--- config.mk ---
export PLATFORM = sky130hd
export DESIGN_NAME = ibsrl_loader
export DESIGN_NICKNAME = d
export VERILOG_FILES = /design/src/ibsrl_pkg.sv /design/src/ibsrl_loader.sv /design/src/ibsrl_uart.sv
export VERILOG_INCLUDE_DIRS = /design/src /design/src/src
export SDC_FILE = /design/constraint.sdc
export NUM_CORES = 1
export LEC_CHECK = 0
export ABC_AREA = 1
export BUFFER_PORTS_ARGS = -buffer_cell sky130_fd_sc_hd__buf_2
export CAP_MARGIN = 20
export CORE_MARGIN = 4
export CORE_UTILIZATION = 35
export DETAILED_ROUTE_END_ITERATION = 16
export HOLD_SLACK_MARGIN = 0.02
export PLACE_DENSITY = 0.64
export SKIP_LAST_GASP = 1
export SLEW_MARGIN = 20
export SYNTH_ARGS = -nofsm -noshare
export SYNTH_HDL_FRONTEND = slang
export SYNTH_SLANG_ARGS = --single-unit
--- constraint.sdc ---
create_clock -name clk -period 3.85 [get_ports clk]
set_input_delay 0 -clock clk [delete_from_list [all_inputs] [get_ports clk]]
set_output_delay 0 -clock clk [all_outputs]
set_load 0.01 [all_outputs]
--- src/ibsrl_defs.svh ---
// Constants for the boot select and record loader
`ifndef IBSRL_DEFS_SVH
`define IBSRL_DEFS_SVH
`define IBSRL_A_CTRL     12'h000
`define IBSRL_A_STAT     12'h004
`define IBSRL_A_REC      12'h008
`define IBSRL_CTRL_X2    0
`define IBSRL_CTRL_ROM   1
`define IBSRL_CTRL_RST   2'h2
`define IBSRL_PIN_RST    4'h9
`define IBSRL_SETTLE     3'h4
`define IBSRL_MAX_DATA   8'h10
`define IBSRL_REC_LEN    21
`define IBSRL_CH_COLON   8'h3A
`define IBSRL_CH_LF      8'h0A
`define IBSRL_CH_X       8'h58
`define IBSRL_CH_R       8'h52
`define IBSRL_CH_DOT     8'h2E
`define IBSRL_CH_U       8'h55
`define IBSRL_T_DATA     8'h00
`define IBSRL_T_EOF      8'h01
`define IBSRL_T_OSC      8'h02
`define IBSRL_T_MISC     8'h03
`define IBSRL_F_OLD      8'h01
`define IBSRL_F_CHIP     8'h07
`define IBSRL_F_BLK4K    8'h0C
`define IBSRL_BOOT_VEC   8'hFC
`define IBSRL_ERASED     8'hFF
`define IBSRL_ROM_BASE   16'hFC00
`define IBSRL_MC_FAST    4'h6
`define IBSRL_MC_SLOW    4'hC
`endif

--- src/ibsrl_pkg.sv ---
// Types shared by the loader and its serial engine
package ibsrl_pkg;
   typedef struct packed {
      logic        prog;
      logic        erase;
      logic        chip;
      logic [15:0] addr;
      logic [7:0]  data;
      logic [3:0]  block;
   } ibsrl_fl_req_t;
   typedef struct packed {
      logic        valid;
      logic        forced;
      logic        fx2;
      logic [15:0] start;
   } ibsrl_boot_t;
   typedef enum logic [2:0] {
      R_IDLE, R_MEAS, R_SKIP, R_WAIT, R_START, R_DATA, R_STOP
   } ibsrl_rx_st_t;
   typedef enum logic [2:0] {
      P_IDLE, P_HEX, P_EOL, P_EXEC, P_PROG, P_PWAIT, P_ERASE, P_EWAIT
   } ibsrl_p_st_t;
endpackage : ibsrl_pkg

--- src/ibsrl_loader.sv ---
// Boot start selection, clock mode and serial record loader
//
// Behaviour
// - User flash in 4K blocks; old 8K and 16K block codes still accepted.
// - Status byte and boot vector share one block, erased together.
// - Security block holds lock bits and clock bit; only chip erase clears it.
// - Three lock bits block parallel reads or writes; serial access is software's.
// - Flash clock-mode bit is sampled only at reset release.
// - Enabled boot ROM overlays FC00 to FFFF; disabled shows user flash.
// - Machine cycle 6 clocks if flash bit set, else register bit decides 6/12.
// - Chip erase clears the flash clock-mode bit so the register bit rules.
// - Zero status starts at 0000H, else at boot vector high byte, low 00H; the code starts an erased 0FFH vector at 0FC00H.
// - Factory boot vector is 0FCH, starting the loader at 0FC00H.
// - Strobe low, access pin high, latch pin high at reset forces loader start.
// - First character U sets the bit time for the serial link.
// - Every received character is echoed back.
// - Only colon records with count, address, type, data, checksum, CRLF.
// - A record carries at most 16 data bytes.
// - Type 00 is data to program, 01 end of file, others commands.
// - Record stored and summed while arriving; acted on after the end.
// - Checksum mismatch sends X and skips the operation.
// - Executed record answers with a period.
// - Data record answers period only if every byte programmed.
// - A failed byte answers R instead.
//
// The address map and the APB interface to the registers were decided locally.
`timescale 1ns/100ps
module ibsrl_loader (
   input  wire logic             clk,
   input  wire logic             resetn,
   input  wire logic             psel,
   input  wire logic             penable,
   input  wire logic             pwrite,
   input  wire logic [11:0]      paddr,
   input  wire logic [31:0]      pwdata,
   output logic [31:0]           prdata,
   output logic                  pready,
   output logic                  pslverr,
   input  wire logic             rxd,
   output logic                  txd,
   input  wire logic             program_store_strobe_n,
   input  wire logic             external_access_pin,
   input  wire logic             addr_latch_pin,
   input  wire logic [7:0]       status_byte,
   input  wire logic [7:0]       boot_vector,
   input  wire logic             flash_clock_double_bit,
   input  wire logic [2:0]       sec_bits,
   output ibsrl_pkg::ibsrl_fl_req_t fl_req,
   input  wire logic             fl_done,
   input  wire logic             fl_ok,
   output ibsrl_pkg::ibsrl_boot_t boot,
   input  wire logic [15:0]      fetch_addr,
   output logic                  rom_sel,
   output logic [9:0]            rom_addr,
   output logic                  mc_tick,
   output logic                  par_rd_lock,
   output logic                  par_wr_lock
);
   import ibsrl_pkg::*;
   `include "ibsrl_defs.svh"

   logic [3:0]   pin_raw;
   logic [3:0]   s1;
   logic [3:0]   s2;
   logic [3:0]   s3;
   logic [3:0]   filt;
   logic [2:0]   settle;
   logic [1:0]   clock_config_register;
   logic [3:0]   mc_cnt;
   logic         rx_valid;
   logic [7:0]   rx_data;
   logic         locked;
   logic         tx_busy;
   logic         tx_go;
   logic [7:0]   tx_byte;
   logic         echo_pend;
   logic [7:0]   echo_char;
   logic         resp_pend;
   logic         reply_go;
   logic [7:0]   reply_char;
   logic [7:0]   last_reply;
   logic [7:0]   last_type;
   logic [7:0]   osc_freq;
   ibsrl_p_st_t  pst;
   logic [7:0]   rec [0:`IBSRL_REC_LEN-1];
   logic [4:0]   idx;
   logic         nib;
   logic [3:0]   hi;
   logic [7:0]   sum;
   logic         bad;
   logic [3:0]   pidx;
   logic         fail;
   logic [3:0]   blk_last;
   logic         chip;
   logic [4:0]   hv;
   logic [7:0]   byte_in;
   logic [8:0]   om;

   // Returns {valid, value} for an ASCII hex digit, either case
   function automatic logic [4:0] hex_val(input logic [7:0] c);
      logic [7:0] d;
      d = 8'h00;
      if (c >= 8'h30 && c <= 8'h39) begin
         d = c - 8'h30;
         return {1'b1, d[3:0]};
      end else if (c >= 8'h41 && c <= 8'h46) begin
         d = c - 8'h37;
         return {1'b1, d[3:0]};
      end else if (c >= 8'h61 && c <= 8'h66) begin
         d = c - 8'h57;
         return {1'b1, d[3:0]};
      end
      return 5'h00;
   endfunction : hex_val

   // Maps an old 8K/16K selection code to {valid, first, last} 4K blocks
   function automatic logic [8:0] old_map(input logic [7:0] ss);
      if (ss == 8'h00) return {1'b1, 4'h0, 4'h1};
      else if (ss == 8'h20) return {1'b1, 4'h2, 4'h3};
      else if (ss == 8'h40) return {1'b1, 4'h4, 4'h7};
      else if (ss == 8'h80) return {1'b1, 4'h8, 4'hB};
      else if (ss == 8'hC0) return {1'b1, 4'hC, 4'hF};
      return 9'h000;
   endfunction : old_map

   assign pin_raw = {rxd, addr_latch_pin, external_access_pin, program_store_strobe_n};
   assign hv = hex_val(rx_data);
   assign byte_in = {hi, hv[3:0]};
   assign om = old_map(rec[5]);

   // Pins settle only when the second and third stages agree
   localparam logic [3:0] pin_idle = `IBSRL_PIN_RST;
   genvar gi;
   generate
      for (gi = 0; gi < 4; gi++) begin : g_sync
         always_ff @(posedge clk or negedge resetn) begin
            if (!resetn) begin
               s1[gi] <= pin_idle[gi];
               s2[gi] <= pin_idle[gi];
               s3[gi] <= pin_idle[gi];
               filt[gi] <= pin_idle[gi];
            end else begin
               s1[gi] <= pin_raw[gi];
               s2[gi] <= s1[gi];
               s3[gi] <= s2[gi];
               if (s2[gi] == s3[gi]) filt[gi] <= s3[gi];
            end
         end
      end
   endgenerate

   // Boot decision taken once, from the filtered pins, when the settle count reaches IBSRL_SETTLE after release
   always_ff @(posedge clk or negedge resetn) begin
      if (!resetn) begin
         settle <= 3'h0;
         boot <= '0;
         par_rd_lock <= 1'b1;
         par_wr_lock <= 1'b1;
      end else begin
         par_rd_lock <= sec_bits[1] | sec_bits[2];
         par_wr_lock <= |sec_bits;
         if (!boot.valid) begin
            if (settle != `IBSRL_SETTLE) begin
               settle <= settle + 3'h1;
            end else begin
               boot.valid <= 1'b1;
               boot.fx2 <= flash_clock_double_bit;
               boot.forced <= !filt[0] && filt[1] && filt[2];
               if (status_byte == 8'h00 && !(!filt[0] && filt[1] && filt[2]))
                  boot.start <= 16'h0000;
               else if (boot_vector == `IBSRL_ERASED)
                  boot.start <= {`IBSRL_BOOT_VEC, 8'h00};
               else
                  boot.start <= {boot_vector, 8'h00};
            end
         end
      end
   end

   // Machine cycle enable; latched flash bit overrides the register bit
   always_ff @(posedge clk or negedge resetn) begin
      if (!resetn) begin
         mc_cnt <= 4'h0;
         mc_tick <= 1'b0;
      end else begin
         mc_tick <= 1'b0;
         if ((boot.fx2 || clock_config_register[`IBSRL_CTRL_X2]) ?
             (mc_cnt >= `IBSRL_MC_FAST - 4'h1) :
             (mc_cnt >= `IBSRL_MC_SLOW - 4'h1)) begin
            mc_cnt <= 4'h0;
            mc_tick <= 1'b1;
         end else begin
            mc_cnt <= mc_cnt + 4'h1;
         end
      end
   end

   // Overlay select is one cycle behind the fetch address
   always_ff @(posedge clk or negedge resetn) begin
      if (!resetn) begin
         rom_sel <= 1'b0;
         rom_addr <= 10'h000;
      end else begin
         rom_sel <= clock_config_register[`IBSRL_CTRL_ROM] &&
                    fetch_addr >= `IBSRL_ROM_BASE;
         rom_addr <= fetch_addr[9:0];
      end
   end

   ibsrl_uart u_uart (
      .clk      (clk),
      .resetn   (resetn),
      .rxd      (filt[3]),
      .tx_start (tx_go),
      .tx_data  (tx_byte),
      .txd      (txd),
      .tx_busy  (tx_busy),
      .rx_valid (rx_valid),
      .rx_data  (rx_data),
      .locked   (locked)
   );

   // Echo goes out before any reply; a new request wins over a same-cycle clear
   always_ff @(posedge clk or negedge resetn) begin
      if (!resetn) begin
         echo_pend <= 1'b0; echo_char <= 8'h00; resp_pend <= 1'b0;
         tx_go <= 1'b0; tx_byte <= 8'h00; last_reply <= 8'h00;
      end else begin
         tx_go <= 1'b0;
         if (!tx_busy && !tx_go) begin
            if (echo_pend) begin
               tx_go <= 1'b1;
               tx_byte <= echo_char;
               echo_pend <= 1'b0;
            end else if (resp_pend) begin
               tx_go <= 1'b1;
               tx_byte <= last_reply;
               resp_pend <= 1'b0;
            end
         end
         if (rx_valid) begin
            echo_pend <= 1'b1;
            echo_char <= rx_data;
         end
         if (reply_go) begin
            resp_pend <= 1'b1;
            last_reply <= reply_char;
         end
      end
   end

   // Record interpreter
   always_ff @(posedge clk or negedge resetn) begin
      if (!resetn) begin
         pst <= P_IDLE; idx <= 5'h00; nib <= 1'b0; hi <= 4'h0; sum <= 8'h00;
         bad <= 1'b0; pidx <= 4'h0; fail <= 1'b0; blk_last <= 4'h0;
         chip <= 1'b0; reply_go <= 1'b0; reply_char <= 8'h00;
         last_type <= 8'h00; osc_freq <= 8'h00; fl_req <= '0;
         for (int i = 0; i < `IBSRL_REC_LEN; i++) rec[i] <= 8'h00;
      end else begin
         reply_go <= 1'b0;
         fl_req.prog <= 1'b0;
         fl_req.erase <= 1'b0;
         fl_req.chip <= 1'b0;
         case (pst)
            P_IDLE: if (rx_valid && locked && rx_data == `IBSRL_CH_COLON) begin
               idx <= 5'h00;
               nib <= 1'b0;
               sum <= 8'h00;
               bad <= 1'b0;
               pst <= P_HEX;
            end
            P_HEX: if (rx_valid) begin
               if (!hv[4]) begin
                  pst <= P_IDLE;
               end else if (!nib) begin
                  hi <= hv[3:0];
                  nib <= 1'b1;
               end else begin
                  nib <= 1'b0;
                  rec[idx] <= byte_in;
                  sum <= sum + byte_in;
                  idx <= idx + 5'h01;
                  if (idx == 5'h00 && byte_in > `IBSRL_MAX_DATA) begin
                     bad <= 1'b1;
                     pst <= P_EOL;
                  end else if (idx != 5'h00 && idx == rec[0][4:0] + 5'h04) begin
                     pst <= P_EOL;
                  end
               end
            end
            P_EOL: if (rx_valid && rx_data == `IBSRL_CH_LF) pst <= P_EXEC;
            P_EXEC: begin
               last_type <= rec[3];
               pst <= P_IDLE;
               reply_char <= `IBSRL_CH_DOT;
               reply_go <= 1'b1;
               if (bad || sum != 8'h00) begin
                  reply_char <= `IBSRL_CH_X;
               end else if (rec[3] == `IBSRL_T_DATA) begin
                  pidx <= 4'h0;
                  fail <= 1'b0;
                  if (rec[0] != 8'h00) begin
                     reply_go <= 1'b0;
                     pst <= P_PROG;
                  end
               end else if (rec[3] == `IBSRL_T_OSC) begin
                  osc_freq <= rec[4];
               end else if (rec[3] == `IBSRL_T_MISC) begin
                  if (rec[4] == `IBSRL_F_CHIP) begin
                     chip <= 1'b1;
                     reply_go <= 1'b0;
                     pst <= P_ERASE;
                  end else if (rec[4] == `IBSRL_F_BLK4K) begin
                     chip <= 1'b0;
                     fl_req.block <= rec[5][7:4];
                     blk_last <= rec[5][7:4];
                     reply_go <= 1'b0;
                     pst <= P_ERASE;
                  end else if (rec[4] == `IBSRL_F_OLD && om[8]) begin
                     chip <= 1'b0;
                     fl_req.block <= om[7:4];
                     blk_last <= om[3:0];
                     reply_go <= 1'b0;
                     pst <= P_ERASE;
                  end
               end
            end
            P_PROG: begin
               fl_req.prog <= 1'b1;
               fl_req.addr <= {rec[1], rec[2]} + {12'h000, pidx};
               fl_req.data <= rec[5'(pidx) + 5'h04];
               pst <= P_PWAIT;
            end
            P_PWAIT: if (fl_done) begin
               if (pidx == rec[0][3:0] - 4'h1 || rec[0] == `IBSRL_MAX_DATA && pidx == 4'hF) begin
                  reply_char <= (fail || !fl_ok) ? `IBSRL_CH_R : `IBSRL_CH_DOT;
                  reply_go <= 1'b1;
                  pst <= P_IDLE;
               end else begin
                  fail <= fail | !fl_ok;
                  pidx <= pidx + 4'h1;
                  pst <= P_PROG;
               end
            end
            P_ERASE: begin
               // Block numbers reach user code only; security block needs chip erase
               fl_req.erase <= !chip;
               fl_req.chip <= chip;
               pst <= P_EWAIT;
            end
            P_EWAIT: if (fl_done) begin
               if (chip || fl_req.block == blk_last) begin
                  reply_char <= `IBSRL_CH_DOT;
                  reply_go <= 1'b1;
                  pst <= P_IDLE;
               end else begin
                  fl_req.block <= fl_req.block + 4'h1;
                  pst <= P_ERASE;
               end
            end
            default: pst <= P_IDLE;
         endcase
      end
   end

   // APB slave: no wait states, unmapped addresses answer with an error
   always_ff @(posedge clk or negedge resetn) begin
      if (!resetn) begin
         pready <= 1'b0;
         pslverr <= 1'b0;
         prdata <= 32'h00000000;
         clock_config_register <= `IBSRL_CTRL_RST;
      end else begin
         pready <= 1'b0;
         pslverr <= 1'b0;
         if (psel && !penable) begin
            pready <= 1'b1;
            prdata <= 32'h00000000;
            if (paddr == `IBSRL_A_CTRL) begin
               prdata <= {30'h00000000, clock_config_register};
            end else if (paddr == `IBSRL_A_STAT) begin
               prdata <= {8'h00, sec_bits, pst != P_IDLE, locked, boot.fx2,
                          boot.forced, boot.valid, boot.start};
            end else if (paddr == `IBSRL_A_REC) begin
               prdata <= {8'h00, osc_freq, last_type, last_reply};
            end else begin
               pslverr <= 1'b1;
            end
         end
         if (psel && penable && pready && pwrite && paddr == `IBSRL_A_CTRL)
            clock_config_register <= pwdata[1:0];
      end
   end
endmodule : ibsrl_loader

--- src/ibsrl_uart.sv ---
// Autobaud serial receiver and transmitter
`timescale 1ns/100ps
module ibsrl_uart (
   input  wire logic       clk,
   input  wire logic       resetn,
   input  wire logic       rxd,
   input  wire logic       tx_start,
   input  wire logic [7:0] tx_data,
   output logic            txd,
   output logic            tx_busy,
   output logic            rx_valid,
   output logic [7:0]      rx_data,
   output logic            locked
);
   import ibsrl_pkg::*;
   `include "ibsrl_defs.svh"
   ibsrl_rx_st_t st;
   logic [15:0]  bit_len;
   logic [15:0]  cnt;
   logic [3:0]   bitn;
   logic [7:0]   sh;
   logic [9:0]   tsh;
   logic [15:0]  tcnt;
   logic [3:0]   tbits;

   // Low time of the start bit of the sync character is one bit time
   always_ff @(posedge clk or negedge resetn) begin
      if (!resetn) begin
         st <= R_IDLE; bit_len <= 16'h0000; cnt <= 16'h0000; bitn <= 4'h0;
         sh <= 8'h00; rx_valid <= 1'b0; rx_data <= 8'h00; locked <= 1'b0;
      end else begin
         rx_valid <= 1'b0;
         cnt <= cnt + 16'h0001;
         case (st)
            R_IDLE: if (!rxd) begin
               cnt <= 16'h0001;
               st <= R_MEAS;
            end
            R_MEAS: if (rxd) begin
               bit_len <= cnt;
               cnt <= 16'h0000;
               bitn <= 4'h0;
               st <= R_SKIP;
            end
            R_SKIP: if (cnt == bit_len - 16'h0001) begin
               cnt <= 16'h0000;
               bitn <= bitn + 4'h1;
               if (bitn == 4'h8) begin
                  locked <= 1'b1;
                  rx_valid <= 1'b1;
                  rx_data <= `IBSRL_CH_U;
                  st <= R_WAIT;
               end
            end
            R_WAIT: if (!rxd) begin
               cnt <= 16'h0000;
               st <= R_START;
            end
            R_START: if (cnt == {1'b0, bit_len[15:1]}) begin
               cnt <= 16'h0000;
               bitn <= 4'h0;
               st <= rxd ? R_WAIT : R_DATA;
            end
            R_DATA: if (cnt == bit_len - 16'h0001) begin
               cnt <= 16'h0000;
               sh <= {rxd, sh[7:1]};
               bitn <= bitn + 4'h1;
               if (bitn == 4'h7) st <= R_STOP;
            end
            R_STOP: if (cnt == bit_len - 16'h0001) begin
               rx_valid <= 1'b1;
               rx_data <= sh;
               st <= R_WAIT;
            end
            default: st <= R_IDLE;
         endcase
      end
   end

   always_ff @(posedge clk or negedge resetn) begin
      if (!resetn) begin
         tsh <= 10'h3FF; tcnt <= 16'h0000; tbits <= 4'h0;
         txd <= 1'b1; tx_busy <= 1'b0;
      end else if (!tx_busy) begin
         if (tx_start) begin
            tsh <= {1'b1, tx_data, 1'b0};
            tbits <= 4'hA;
            tcnt <= 16'h0000;
            tx_busy <= 1'b1;
         end
      end else if (tcnt == 16'h0000) begin
         if (tbits == 4'h0) begin
            tx_busy <= 1'b0;
         end else begin
            txd <= tsh[0];
            tsh <= {1'b1, tsh[9:1]};
            tbits <= tbits - 4'h1;
            tcnt <= bit_len - 16'h0001;
         end
      end else begin
         tcnt <= tcnt - 16'h0001;
      end
   end
endmodule : ibsrl_uart

Yosys cells after proc, flatten, opt, wreduce, memory -nomap -nowiden

Index checks and enable logic that the tools add are counted.

Reductions and logical operators: 85
$add $sub $neg: 18
Muxes and demuxes: 181
Eq/ne operators: 76
Bitwise gates (word level): 12
$lt $le $gt $ge: 13

Operator list:

| cell                    | number |
|---|---|
| $mux W16                | 11 |
| $bwmux W168             | 1 |
| $mux W8                 | 16 |
| $mux W4                 | 23 |
| $mux W3                 | 29 |
| $pmux W16 S5            | 1 |
| $mux W24                | 3 |
| $mux W1                 | 58 |
| $mux W9                 | 6 |
| $ne A2 B2 Y1 const B    | 22 |
| $bmux W8 S5             | 1 |
| $demux W8 S5            | 1 |
| $mux W10                | 4 |
| $mux W5                 | 8 |
| $mux W19                | 2 |
| $pmux W8 S2             | 2 |
| $sub A16 B1 Y16 const B | 2 |
| $eq A8 B8 Y1 const B    | 3 |
| $logic_not A8 Y1        | 3 |
| $pmux W3 S8             | 1 |
| $pmux W8 S3             | 1 |
| $reduce_and A4 Y1       | 6 |
| $eq A3 B3 Y1 const B    | 7 |
| $logic_and A1 B1 Y1     | 21 |
| other kinds (71)        | 153 |

Register bits: 464
Logic and storage cells: 476
Input bits: 91
Output and inout port bits: 99

Longest topological paths before layout

Gate-level depths: netlist (run 1).

Depth in word-level cells: 16
Depth in mapped cells: 21
Gate-level depth less buffers: 21

Cells and area by module

Synthesis (run 1) repeated with hierarchy kept, for this count alone.

Cells, all modules: 2712
Area total of the unflattened synthesis: 22180.0 um^2

Modules (own cells, without submodules):

| module       | times used | cells each | seq. area each (um^2) | area each (um^2) |
|---|---|---|---|---|
| ibsrl_loader | 1          | 1917       | 8722.1                | 16570.9 |
| ibsrl_uart   | 1          | 795        | 2214.6                | 5609.1 |

Least setup slack after synthesis (run 1)

Ideal clock, no wire load.

Kind: register to register
Start: reg u_uart.rx_data[0]
End: reg sum[6]
Cell stages (with the launch flop): 20
Arrival: 2596 ps
Buffers on the path: 0
Data required time: 3723 ps
Library setup time: 127 ps
Slack: 1127 ps
Cell sequence: dfrtp_1 inv_1 ha_1 o21ai_0 nand2_1 nand2_1 nand2_1 xor2_1 nand2_1 inv_1 ha_1 a21oi_1 inv_1 a31oi_1 nor2_1 nor2_1 nor2_1 nor2_1 xor2_1 o21ai_0

Word-level cells in the longest chain between the ends: 11

RTL lines:

| what                                                | line                | RTL |
|---|---|---|
| start, declared                                     | ibsrl_uart.sv:12    | `output logic [7:0] rx_data,` |
| start signal, assigned                              | ibsrl_uart.sv:51    | `` rx_data <= `IBSRL_CH_U; `` |
| start signal, assigned                              | ibsrl_uart.sv:72    | `rx_data <= sh;` |
| $ge A8 B7 Y1 / $le A8 B7 Y1 (equally long branches) | ibsrl_loader.sv:109 | `end else if (c >= 8'h61 && c <= 8'h66) begin` |
| $logic_and A1 B1 Y1                                 | ibsrl_loader.sv:109 |  |
| $mux W1                                             | ibsrl_loader.sv:109 |  |
| $mux W1                                             | ibsrl_loader.sv:106 | `end else if (c >= 8'h41 && c <= 8'h46) begin` |
| $mux W1                                             | ibsrl_loader.sv:103 | `if (c >= 8'h30 && c <= 8'h39) begin` |
| $mux W5 *                                           | ibsrl_loader.sv:113 | `return 5'h00;` |
| named net hv[3]                                     | ibsrl_loader.sv:95  | `logic [4:0] hv;` |
| $add A8 B8 Y8 *                                     | ibsrl_loader.sv:282 | `sum <= sum + byte_in;` |
| $mux W8 *                                           | ibsrl_loader.sv:276 | `end else if (!nib) begin` |
| $mux W8 *                                           | ibsrl_loader.sv:274 | `if (!hv[4]) begin` |
| $mux W8 *                                           | ibsrl_loader.sv:273 | `P_HEX: if (rx_valid) begin` |
| $pmux W8 S2 *                                       | ibsrl_loader.sv:265 | `case (pst)` |
| end signal, assigned                                | ibsrl_loader.sv:282 |  |
| end, declared                                       | ibsrl_loader.sv:89  | `logic [7:0] sum;` |

Mark *: on every way through the listed nets, which the timed path passes. The rest lies on a longest branch. The select of a mux whose other input is x is not followed.
A chain may end at the register's enable or synchronous reset.

Worst setup path after layout (run 1)

Start: reg u_uart.rx_data[0]
End: reg sum[7]

The elaborated chain is that of the path after synthesis.

==> flow_metrics.env, run 1 <==
export IMPL_setup_violations=0
export IMPL_yosys_top_cells_area="dfrtp_1 (48%), nand2_1 (11%), o21ai_0 (9.7%)"
export IMPL_crit_required_ps=4340
export IMPL_clockRootBuffer="clkbuf_16"
export IMPL_synth_flop_cell="dfrtp_1"
export IMPL_globalRouteMet2Util_pct=27.1
export IMPL_crit_path_frequent_cell="nand2_1"
export IMPL_antenna_cells=0
export IMPL_cts_buffers=47
export IMPL_critPathCaptureType="flip-flop"
export IMPL_drc_errors=0
export IMPL_ys_top_cells_by_count="nand2_1 (615), o21ai_0 (423), dfrtp_1 (415)"
export IMPL_clk_pin_slew_ps=60
export IMPL_crit_family="compound AO/OA/AOI/OAI gates"
export IMPL_track_usage_pct=17.1
export IMPL_grt_busiest_layer="met2"
export IMPL_grt_max_degree=91
export IMPL_p_seq_share_pct=43.4
export IMPL_synth_cells=2643
export IMPL_antenna_left=0
export IMPL_ys_warn_count=0
export IMPL_max_cap_violations=0
export IMPL_layout_setup_ws_ps=662
export IMPL_post_place_ws_ps=725
export IMPL_worstPathCellList="inv_1, ha_1, o21ai_0, a21oi_1, nand2_1, inv_1, nand2_1, inv_1, ha_1, a21oi_1, nand2_1, nand2_1, nand2_1, a21oi_1, nor2_1, o21ai_0, a21boi_0, o31ai_1"
export IMPL_ff_latch_area_sq_mm=0.0109
export IMPL_clock_power_share_pct=41.8
export IMPL_overflow=0
export IMPL_grt_use_met1_pct=24.6
export IMPL_cp_slowest_cell="dfrtp_1"
export IMPL_synth_xor_area_share_pct=2.78
export IMPL_dpl_cell_area_sq_mm=0.0233
export IMPL_timing_fmax_mhz=314
export IMPL_cts_resized=0
export IMPL_power_internal_uw=7930
export IMPL_grt_pass1_vias=17800
export IMPL_core_sq_mm=0.0616
export IMPL_postCtsSetupBuffers=0
export IMPL_num_rows=91
export IMPL_postLayoutCoreUtil_pct=41.3
export IMPL_io_buffer_count=142
export IMPL_dp_final_hpwl_um=38100
export IMPL_routedWlPerCell_um=15.5
export IMPL_hold_viol=0
export IMPL_synth_distinct_cells=61
export IMPL_start_util_pct=35.3
export IMPL_min_period_ps=3190
export IMPL_synth_top_family_by_area="simple AND/OR/NAND/NOR gates"
export IMPL_antenna_found_initial=1
export IMPL_p_leak_uw=0.0122
export IMPL_first_pass_iters=5
export IMPL_syn_area_sq_mm=0.0217
export IMPL_synth_adder_area_share_pct=2.55
export IMPL_fp_dieArea_sq_mm=0.0662
export IMPL_fin_area_sq_mm=0.0254
export IMPL_nFillCells=6138
export IMPL_tritoncts="yes"
export IMPL_crit_arrival_ps=3680
export IMPL_fin_crit_sh_pct=82.8
export IMPL_multi_input_area_sq_mm=0.00930
export IMPL_crit_buf_inv=3
export IMPL_critPathMaxFanout=6
export IMPL_synthArstFlopShare_pct=100
export IMPL_finalSetupTns_ps=0
export IMPL_ir_drop_mv=0.333
export IMPL_status="finished clean"
export IMPL_synth_area_per_cell_sq_um=8.23
export IMPL_synth_compound_area_share_pct=15.3
export IMPL_finalNetCount=2943
export IMPL_cp_start_kind="flip-flop"
export IMPL_drt_iter0_drc=1338
export IMPL_swShare_pct=28.3
export IMPL_worstSkewPairLatency_ps=600
export IMPL_fin_skew_ps=28.2
export IMPL_drive_gt1_share_pct=10.6
export IMPL_yosysTopAreaCellShare_pct=47.8
export IMPL_slowest_delay_ps=400
export IMPL_drt_total_wl_um=57200
export IMPL_pwr_share_comb_pct=14.9
export IMPL_vias=18300
export IMPL_muxShareOfSynthArea_pct=0.144
export IMPL_dieWidth_um=257
export IMPL_cts_htree_levels=2
export IMPL_routed_via_density=4.97
export IMPL_synth_seq_cells=436
export IMPL_yosysTopAreaCell="dfrtp_1"
export IMPL_grtUsageMet3_pct=2.88
export IMPL_place_congestion=0.887
export IMPL_hold_path_class="in -> async"
export IMPL_slew_viol_final=0
export IMPL_criticalPathCategory="reg -> reg"
export IMPL_syn_to_final_growth_pct=17.0
export IMPL_worstMarginPinSlew_ps=1080
export IMPL_cts_sinks=436
export IMPL_power_switching_uw=3130
export IMPL_slew_headroom_pct=28.0
export IMPL_synth_seq_area_share_pct=50.3
export IMPL_synth_simple_gate_area_share_pct=21.6
export IMPL_io_pins=190
export IMPL_die_y_um=257
export IMPL_rsz0062_at_grt="false"
export IMPL_cellPowerDensity_mw_per_mm2=435
export IMPL_post_synth_top_count_cell="nand2_1"
export IMPL_grt_pass1_wl_um=94600
export IMPL_max_clock_path_buffers=3
export IMPL_synth_edf_count=0
metrics by stage:
stage	total power (uW)	std cells	hold slack, ps
after global placement	6470	3540	89.2
after global routing	11600	3687	36.5
after CTS	11200	3687	21.2
final	11100	3687	54.2
after detailed placement	6480	3540	92.1
after floorplan	6010	2659	-296
power by group through the flow:
stage / Combinational, uW / Clock, uW / Sequential (uW)
detailed placement: 1600 / 0 / 4880
finish: 1640 / 4620 / 4800
global route: 1900 / 4930 / 4820
floorplan: 1140 / 0 / 4860
global placement: 1590 / 0 / 4880
CTS: 1650 / 4750 / 4800
logic make-up (layout without fill, tap and decap cells):
group,count (synthesis),count (layout)
simple gates,1104,1104
compound gates,597,597
flops,436,436
buf+inv,392,583
xor+xnor,66,66
fa+ha+maj,44,44
mux,3,3
other cells,1,17
state kept, by name, indices dropped and copies added (netlist names), 9 cells and up:
name and cells:
boot 11, fl_req 31, prdata 21, rec 168, rom_addr 10, u_uart.bit_len 16
u_uart.cnt 16, u_uart.tcnt 16, u_uart.tsh 9
path summary, 6_finish.rpt:
path | startpoint | endpoint | slack (ps) | depth (start not counted)
setup / recovery | u_uart.rx_data[0]$_DFFE_PN0P_ | sum[7]$_DFFE_PN0P_ | 660 | 18
hold reg to reg | s1[1]$_DFF_PN0_ | s2[1]$_DFF_PN0_ | 350 | 0
setup reg to reg | u_uart.rx_data[0]$_DFFE_PN0P_ | sum[7]$_DFFE_PN0P_ | 660 | 18
max in group asynchronous | resetn | s2[0]$_DFF_PN1_ | 2860 | 3
hold / removal | resetn | rom_addr[4]$_DFF_PN0_ | 50 | 2
min in group clk | addr_latch_pin | s1[2]$_DFF_PN0_ | 60 | 2
timing repair:
item	in CTS	in global routing
setup endpoints to repair	0	0
endpoints found under the hold margin	192	0
hold buffers	60	0
layout make-up:
cell class | instances | area share, %
flip-flops and latches | 436 | 43.0
multi-input cells | 1831 | 36.5
repair buffers | 226 | 6.15
clock buffers | 72 | 5.35
well taps | 837 | 4.12
inverters | 270 | 3.98
clock inverters | 15 | 0.846
routing by layer:
| layer | up-vias | part of all wire, % |
|---|---|---|
| li1 | 9064 | - |
| met1 | 8721 | 48 |
| met2 | 426 | 45 |
| met3 | 100 | 5.1 |
| met4 | 2 | 2.3 |
| met5 | - | 0.012 |
worst reg2reg max path, cell delays in order, from the launching register on:
cell and delay (ps):
dfrtp_1 400, inv_1 140, ha_1 230, o21ai_0 240, a21oi_1 100, nand2_1 250, inv_1 90, nand2_1 90
inv_1 60, ha_1 330, a21oi_1 150, nand2_1 100, nand2_1 60, nand2_1 40, a21oi_1 170, nor2_1 80
o21ai_0 210, a21boi_0 130, o31ai_1 210
cells in the final DEF, fill, tap and decap left out, types with 46 or more instances in the layout:
master         count
a21oi_1           46
buf_2            141
clkbuf_16         47
dfrtp_1          414
dlygate4sd3_1     60
inv_1            258
nand2_1          615
nand3_1          144
nor2_1           234
o21ai_0          423
xor2_1            51
Power figures use the tool's default switching activity.
==> run 2: changes to the inputs <==
PLACE_DENSITY = 0.65   (was 0.64)
clock period = 2.8 ns   (was 3.85 ns; I/O delays follow)
==> flow_metrics.env, run 2 (synthesis results as in run 1) <==
export IMPL_status="finished clean"
export IMPL_max_cap_violations=0
export IMPL_tritoncts="yes"
export IMPL_num_rows=91
export IMPL_clk_pin_slew_ps=60
export IMPL_crit_arrival_ps=3190
export IMPL_cts_buffers=48
export IMPL_vias=18700
export IMPL_crit_required_ps=3270
export IMPL_slew_headroom_pct=30.0
export IMPL_min_period_ps=2720
export IMPL_p_leak_uw=0.0125
export IMPL_first_pass_iters=5
export IMPL_crit_family="adder cells"
export IMPL_worst_path_stages=16
export IMPL_routedWlPerCell_um=15.6
export IMPL_regMostFlops="rec"
export IMPL_reg2reg_to="sum[6]$_DFFE_PN0P_"
export IMPL_power_internal_uw=11600
export IMPL_dp_final_hpwl_um=39400
export IMPL_final_cell_mix="nand2_1 (611), o21ai_0 (420), dfrtp_1 (414), inv_1 (257), nor2_1 (230)"
export IMPL_clock_power_share_pct=43.8
export IMPL_worstPathCellList="ha_2, o21ai_2, nand2_1, nand2_2, buf_4, xor2_1, nor2_1, ha_2, fa_2, a31oi_4, nor2_2, nor2_1, nor2_1, nor2_1, xor2_1, o21ai_0"
export IMPL_cts_htree_levels=2
export IMPL_top_regs="rec (168), fl_req (31), prdata (21)"
export IMPL_dieWidth_um=257
export IMPL_crit_path_frequent_cell="nor2_1"
export IMPL_layout_commonest_cell="nand2_1"
export IMPL_finalSetupTns_ps=0
export IMPL_core_sq_mm=0.0616
export IMPL_drc_errors=0
export IMPL_max_clock_path_buffers=3
export IMPL_antenna_found_initial=1
export IMPL_setup_violations=0
export IMPL_cts_sinks=436
export IMPL_criticalPathCategory="reg -> reg"
export IMPL_hold_path_class="in -> reg"
export IMPL_hold_depth=2
export IMPL_fin_skew_ps=36.3
export IMPL_cellPowerDensity_mw_per_mm2=612
export IMPL_grt_pass1_wl_um=96200
export IMPL_postLayoutCoreUtil_pct=42.5
export IMPL_cp_slowest_cell="dfrtp_1"
export IMPL_antenna_left=0
export IMPL_track_usage_pct=17.5
export IMPL_start_util_pct=35.3
export IMPL_drt_iter0_drc=1353
export IMPL_fp_dieArea_sq_mm=0.0662
export IMPL_drive_gt1_share_pct=13.2
export IMPL_clockRootBuffer="clkbuf_16"
export IMPL_reg2reg_slack_ps=80
export IMPL_hold_ws_ps=62.4
export IMPL_hold_viol=0
export IMPL_timing_fmax_mhz=368
export IMPL_hp_start="fetch_addr[8]"
export IMPL_drt_total_wl_um=58500
export IMPL_largest_reg_flops=168
export IMPL_io_pins=190
export IMPL_p_seq_share_pct=41.2
export IMPL_finalNetCount=2998
export IMPL_io_buffer_count=142
export IMPL_power_switching_uw=4470
export IMPL_crit_buf_inv=1
export IMPL_r2r_cells=16
export IMPL_whs_endpoint="rom_addr[8]$_DFF_PN0_"
export IMPL_critPathMaxFanout=5
export IMPL_grt_max_degree=90
export IMPL_swShare_pct=27.9
export IMPL_critPathCaptureType="flip-flop"
export IMPL_syn_to_final_growth_pct=20.4
export IMPL_slew_viol_final=0
export IMPL_grt_pass1_vias=18000
export IMPL_worstSkewPairLatency_ps=610
export IMPL_rsz0062_at_grt="true"
export IMPL_ir_drop_mv=0.454
export IMPL_layout_setup_ws_ps=79.7
export IMPL_pwr_share_comb_pct=15.1
export IMPL_place_congestion=0.879
export IMPL_cp_start_kind="flip-flop"
export IMPL_overflow=0
export IMPL_routed_via_density=4.98
export IMPL_slowest_delay_ps=400
export IMPL_worstMarginPinSlew_ps=1040
export IMPL_fin_crit_sh_pct=97.2
export IMPL_die_y_um=257
export IMPL_timing_rr_start="u_uart.rx_data[0]$_DFFE_PN0P_"
export IMPL_post_place_ws_ps=-80.4
==> run 2: what timing repair did <==
action                                 4_1_cts  5_1_grt
pin swaps                                    0        8
endpoints found under the hold margin      440        0
buffers inserted                             0        5
setup endpoints to repair                    2       23
gates resized for setup                      3       26
hold buffers                                65        0
==> run 2: cell type report <==
| cell class | instances | area (sq um) |
|---|---|---|
| Timing Repair Buffer | 280 | 2030 |
| Sequential cell | 436 | 10900 |
| Clock inverter | 26 | 438 |
| Multi-Input combinational cell | 1831 | 9390 |
| Clock buffer | 64 | 1320 |
| Tap cell | 837 | 1050 |
| Inverter | 270 | 1010 |
| Antenna cell | 1 | 2.50 |
| Fill cell | 6105 | 35400 |
==> run 2: worst max-delay path by stage <==
stage	start	to	slack (ps)
global route	u_uart.rx_data[0]$_DFFE_PN0P_	sum[6]$_DFFE_PN0P_	-170
floorplan	u_uart.rx_data[0]$_DFFE_PN0P_	sum[6]$_DFFE_PN0P_	80
detailed placement	u_uart.rx_data[0]$_DFFE_PN0P_	sum[7]$_DFFE_PN0P_	-80
finish	u_uart.rx_data[0]$_DFFE_PN0P_	sum[6]$_DFFE_PN0P_	80
global placement	u_uart.rx_data[0]$_DFFE_PN0P_	sum[7]$_DFFE_PN0P_	-30
CTS	u_uart.rx_data[0]$_DFFE_PN0P_	sum[6]$_DFFE_PN0P_	30
==> run 2: power groups by stage <==
stage | combinational [uW] | clock (uW) | sequential [uW]
detailed placement | 2290 | 0 | 6710
finish | 2410 | 7020 | 6600
CTS | 2360 | 7200 | 6600
global route | 2770 | 7450 | 6620
global placement | 2260 | 0 | 6710
floorplan | 1570 | 0 | 6690
==> run 2: metal layers <==
metal  wire, um  vias up  track usage [%]
met5          0        -                0
met4       1130        0             4.29
met3       3530       87             3.18
met2      26400      488             28.1
met1      27400     8914             24.8
li1           -     9176                -
==> run 2: through the flow <==
stage               area (sq um)  std cells  power (uW)
finish                     26200       3745       16000
global route               26200       3745       16800
CTS                        26000       3739       16200
detailed placement         23600       3584        9000
global placement           23600       3584        8970
floorplan                  21800       2659        8260
==> run 3: changes to the inputs <==
MAX_ROUTING_LAYER = met4   (was unset)
==> flow_metrics.env, run 3 (synthesis results as in run 1) <==
export IMPL_fin_skew_ps=37.1
export IMPL_finalNetCount=2998
export IMPL_routed_via_density=4.98
export IMPL_crit_required_ps=3270
export IMPL_timing_fmax_mhz=368
export IMPL_first_pass_iters=5
export IMPL_clk_pin_slew_ps=60
export IMPL_crit_end="sum[6]$_DFFE_PN0P_"
export IMPL_drive_gt1_share_pct=13.2
export IMPL_max_cap_violations=0
export IMPL_cts_htree_levels=2
export IMPL_start_util_pct=35.3
export IMPL_cellPowerDensity_mw_per_mm2=612
export IMPL_top_regs="rec (168), fl_req (31), prdata (21)"
export IMPL_drt_iter0_drc=1298
export IMPL_p_leak_uw=0.0125
export IMPL_layout_commonest_cell="nand2_1"
export IMPL_drc_errors=0
export IMPL_max_clock_path_buffers=3
export IMPL_timing_rr_start="u_uart.rx_data[0]$_DFFE_PN0P_"
export IMPL_fp_dieArea_sq_mm=0.0662
export IMPL_rsz0062_at_grt="true"
export IMPL_worstMarginPinSlew_ps=1060
export IMPL_setup_violations=0
export IMPL_criticalPathCategory="reg -> reg"
export IMPL_fin_crit_sh_pct=97.0
export IMPL_ir_drop_mv=0.454
export IMPL_syn_to_final_growth_pct=20.4
export IMPL_slew_viol_final=0
export IMPL_critPathLaunch="u_uart.rx_data[0]$_DFFE_PN0P_"
export IMPL_hold_viol=0
export IMPL_hold_ws_ps=63.4
export IMPL_fin_total_pwr_uw=16000
export IMPL_critPathCaptureType="flip-flop"
export IMPL_reg2reg_to="sum[6]$_DFFE_PN0P_"
export IMPL_r2r_cells=16
export IMPL_regMostFlops="rec"
export IMPL_crit_arrival_ps=3190
export IMPL_dp_final_hpwl_um=39400
export IMPL_multi_input_area_sq_mm=0.00939
export IMPL_reg2reg_slack_ps=80
export IMPL_place_congestion=0.894
export IMPL_antenna_found_initial=1
export IMPL_tritoncts="yes"
export IMPL_ff_latch_area_sq_mm=0.0109
export IMPL_status="finished clean"
export IMPL_clockRootBuffer="clkbuf_16"
export IMPL_dieWidth_um=257
export IMPL_slew_headroom_pct=28.4
export IMPL_drt_total_wl_um=58600
export IMPL_min_period_ps=2720
export IMPL_num_rows=91
export IMPL_worstSkewPairLatency_ps=610
export IMPL_grt_pass1_wl_um=96400
export IMPL_overflow=0
export IMPL_largest_reg_flops=168
export IMPL_hold_path_class="in -> reg"
export IMPL_routedWlPerCell_um=15.7
export IMPL_final_cell_mix="nand2_1 (611), o21ai_0 (420), dfrtp_1 (414), inv_1 (257), nor2_1 (230)"
export IMPL_io_pins=190
export IMPL_critPathMaxFanout=5
export IMPL_vias=18600
export IMPL_cp_start_kind="flip-flop"
export IMPL_grt_max_degree=90
export IMPL_core_sq_mm=0.0616
export IMPL_cts_buffers=48
export IMPL_cts_sinks=436
export IMPL_track_usage_pct=18.0
export IMPL_grt_pass1_vias=18000
export IMPL_antenna_left=0
export IMPL_nFillCells=6105
export IMPL_io_buffer_count=142
export IMPL_die_y_um=257
[run 3: cell counts in the layout (fill, tap and decap cells not counted)]
Identical to the previous run, type by type.
[run 3: worst min-delay path by stage]
stage	slack, ps	cells after the start	endpoint	start
finish	60	2	rom_addr[8]$_DFF_PN0_	fetch_addr[8]
global route	30	2	rom_addr[8]$_DFF_PN0_	fetch_addr[8]
CTS	20	2	rom_addr[9]$_DFF_PN0_	fetch_addr[9]
detailed placement	50	1	rom_addr[9]$_DFF_PN0_	resetn
global placement	40	1	rom_addr[9]$_DFF_PN0_	resetn
floorplan	-300	0	bad$_DFFE_PN0P_	resetn
[run 3: per-layer routing]
metal	wire length (um)	vias up	global-route usage, %
li1	-	9168	-
met1	27600	8914	24.8
met2	26500	462	28.0
met3	3400	93	3.19
met4	1170	0	4.24
met5	0	-	-
[run 3: where the power goes]
| part | total [uW] | switching (uW) | internal [uW] |
|---|---|---|---|
| combinational | 2420 | 1580 | 834 |
| clock | 7020 | 2740 | 4280 |
| sequential | 6600 | 149 | 6450 |
| total | 16000 | 4470 | 11600 |
[run 3: worst max-delay path: stages, from the launching register on]
cell	delay [ps]
dfrtp_1	400
ha_2	210
o21ai_2	150
nand2_1	80
nand2_2	110
buf_4	120
xor2_1	140
nor2_1	80
ha_2	190
fa_2	390
a31oi_4	170
nor2_2	60
nor2_1	90
nor2_1	50
nor2_1	130
xor2_1	170
o21ai_0	90
[run 3: per-stage QoR]
| step | cells | setup slack [ps] | util, % | setup TNS (ps) | area [sq um] |
|---|---|---|---|---|---|
| after global placement | 3584 | -32.2 | 38.3 | -32.2 | 23600 |
| after detailed placement | 3584 | -80.4 | 38.3 | -80.4 | 23600 |
| after CTS | 3739 | 26.4 | 42.3 | 0 | 26000 |
| final | 3745 | 82.6 | 42.5 | 0 | 26200 |
| after global routing | 3745 | -170 | 42.5 | -278 | 26200 |
| after floorplan | 2659 | 77.3 | - | 0 | 21800 |
[run 3: timing repair]
action                                 in CTS  in global routing
endpoints found under the hold margin     440                  0
setup endpoints to repair                   2                 23
hold buffers                               65                  0
resized for setup                           3                 26
buffers inserted                            0                  5
pin swaps                                   0                  8
[run 3: area by class of cell]
| class | instances | area share (%) |
|---|---|---|
| clock inverter | 26 | 1.67 |
| antenna | 1 | 0.00956 |
| multi-input combinational | 1831 | 35.9 |
| timing repair buffer | 280 | 7.75 |
| inverter | 270 | 3.87 |
| clock buffer | 64 | 5.05 |
| sequential | 436 | 41.8 |
| tap | 837 | 4.00 |
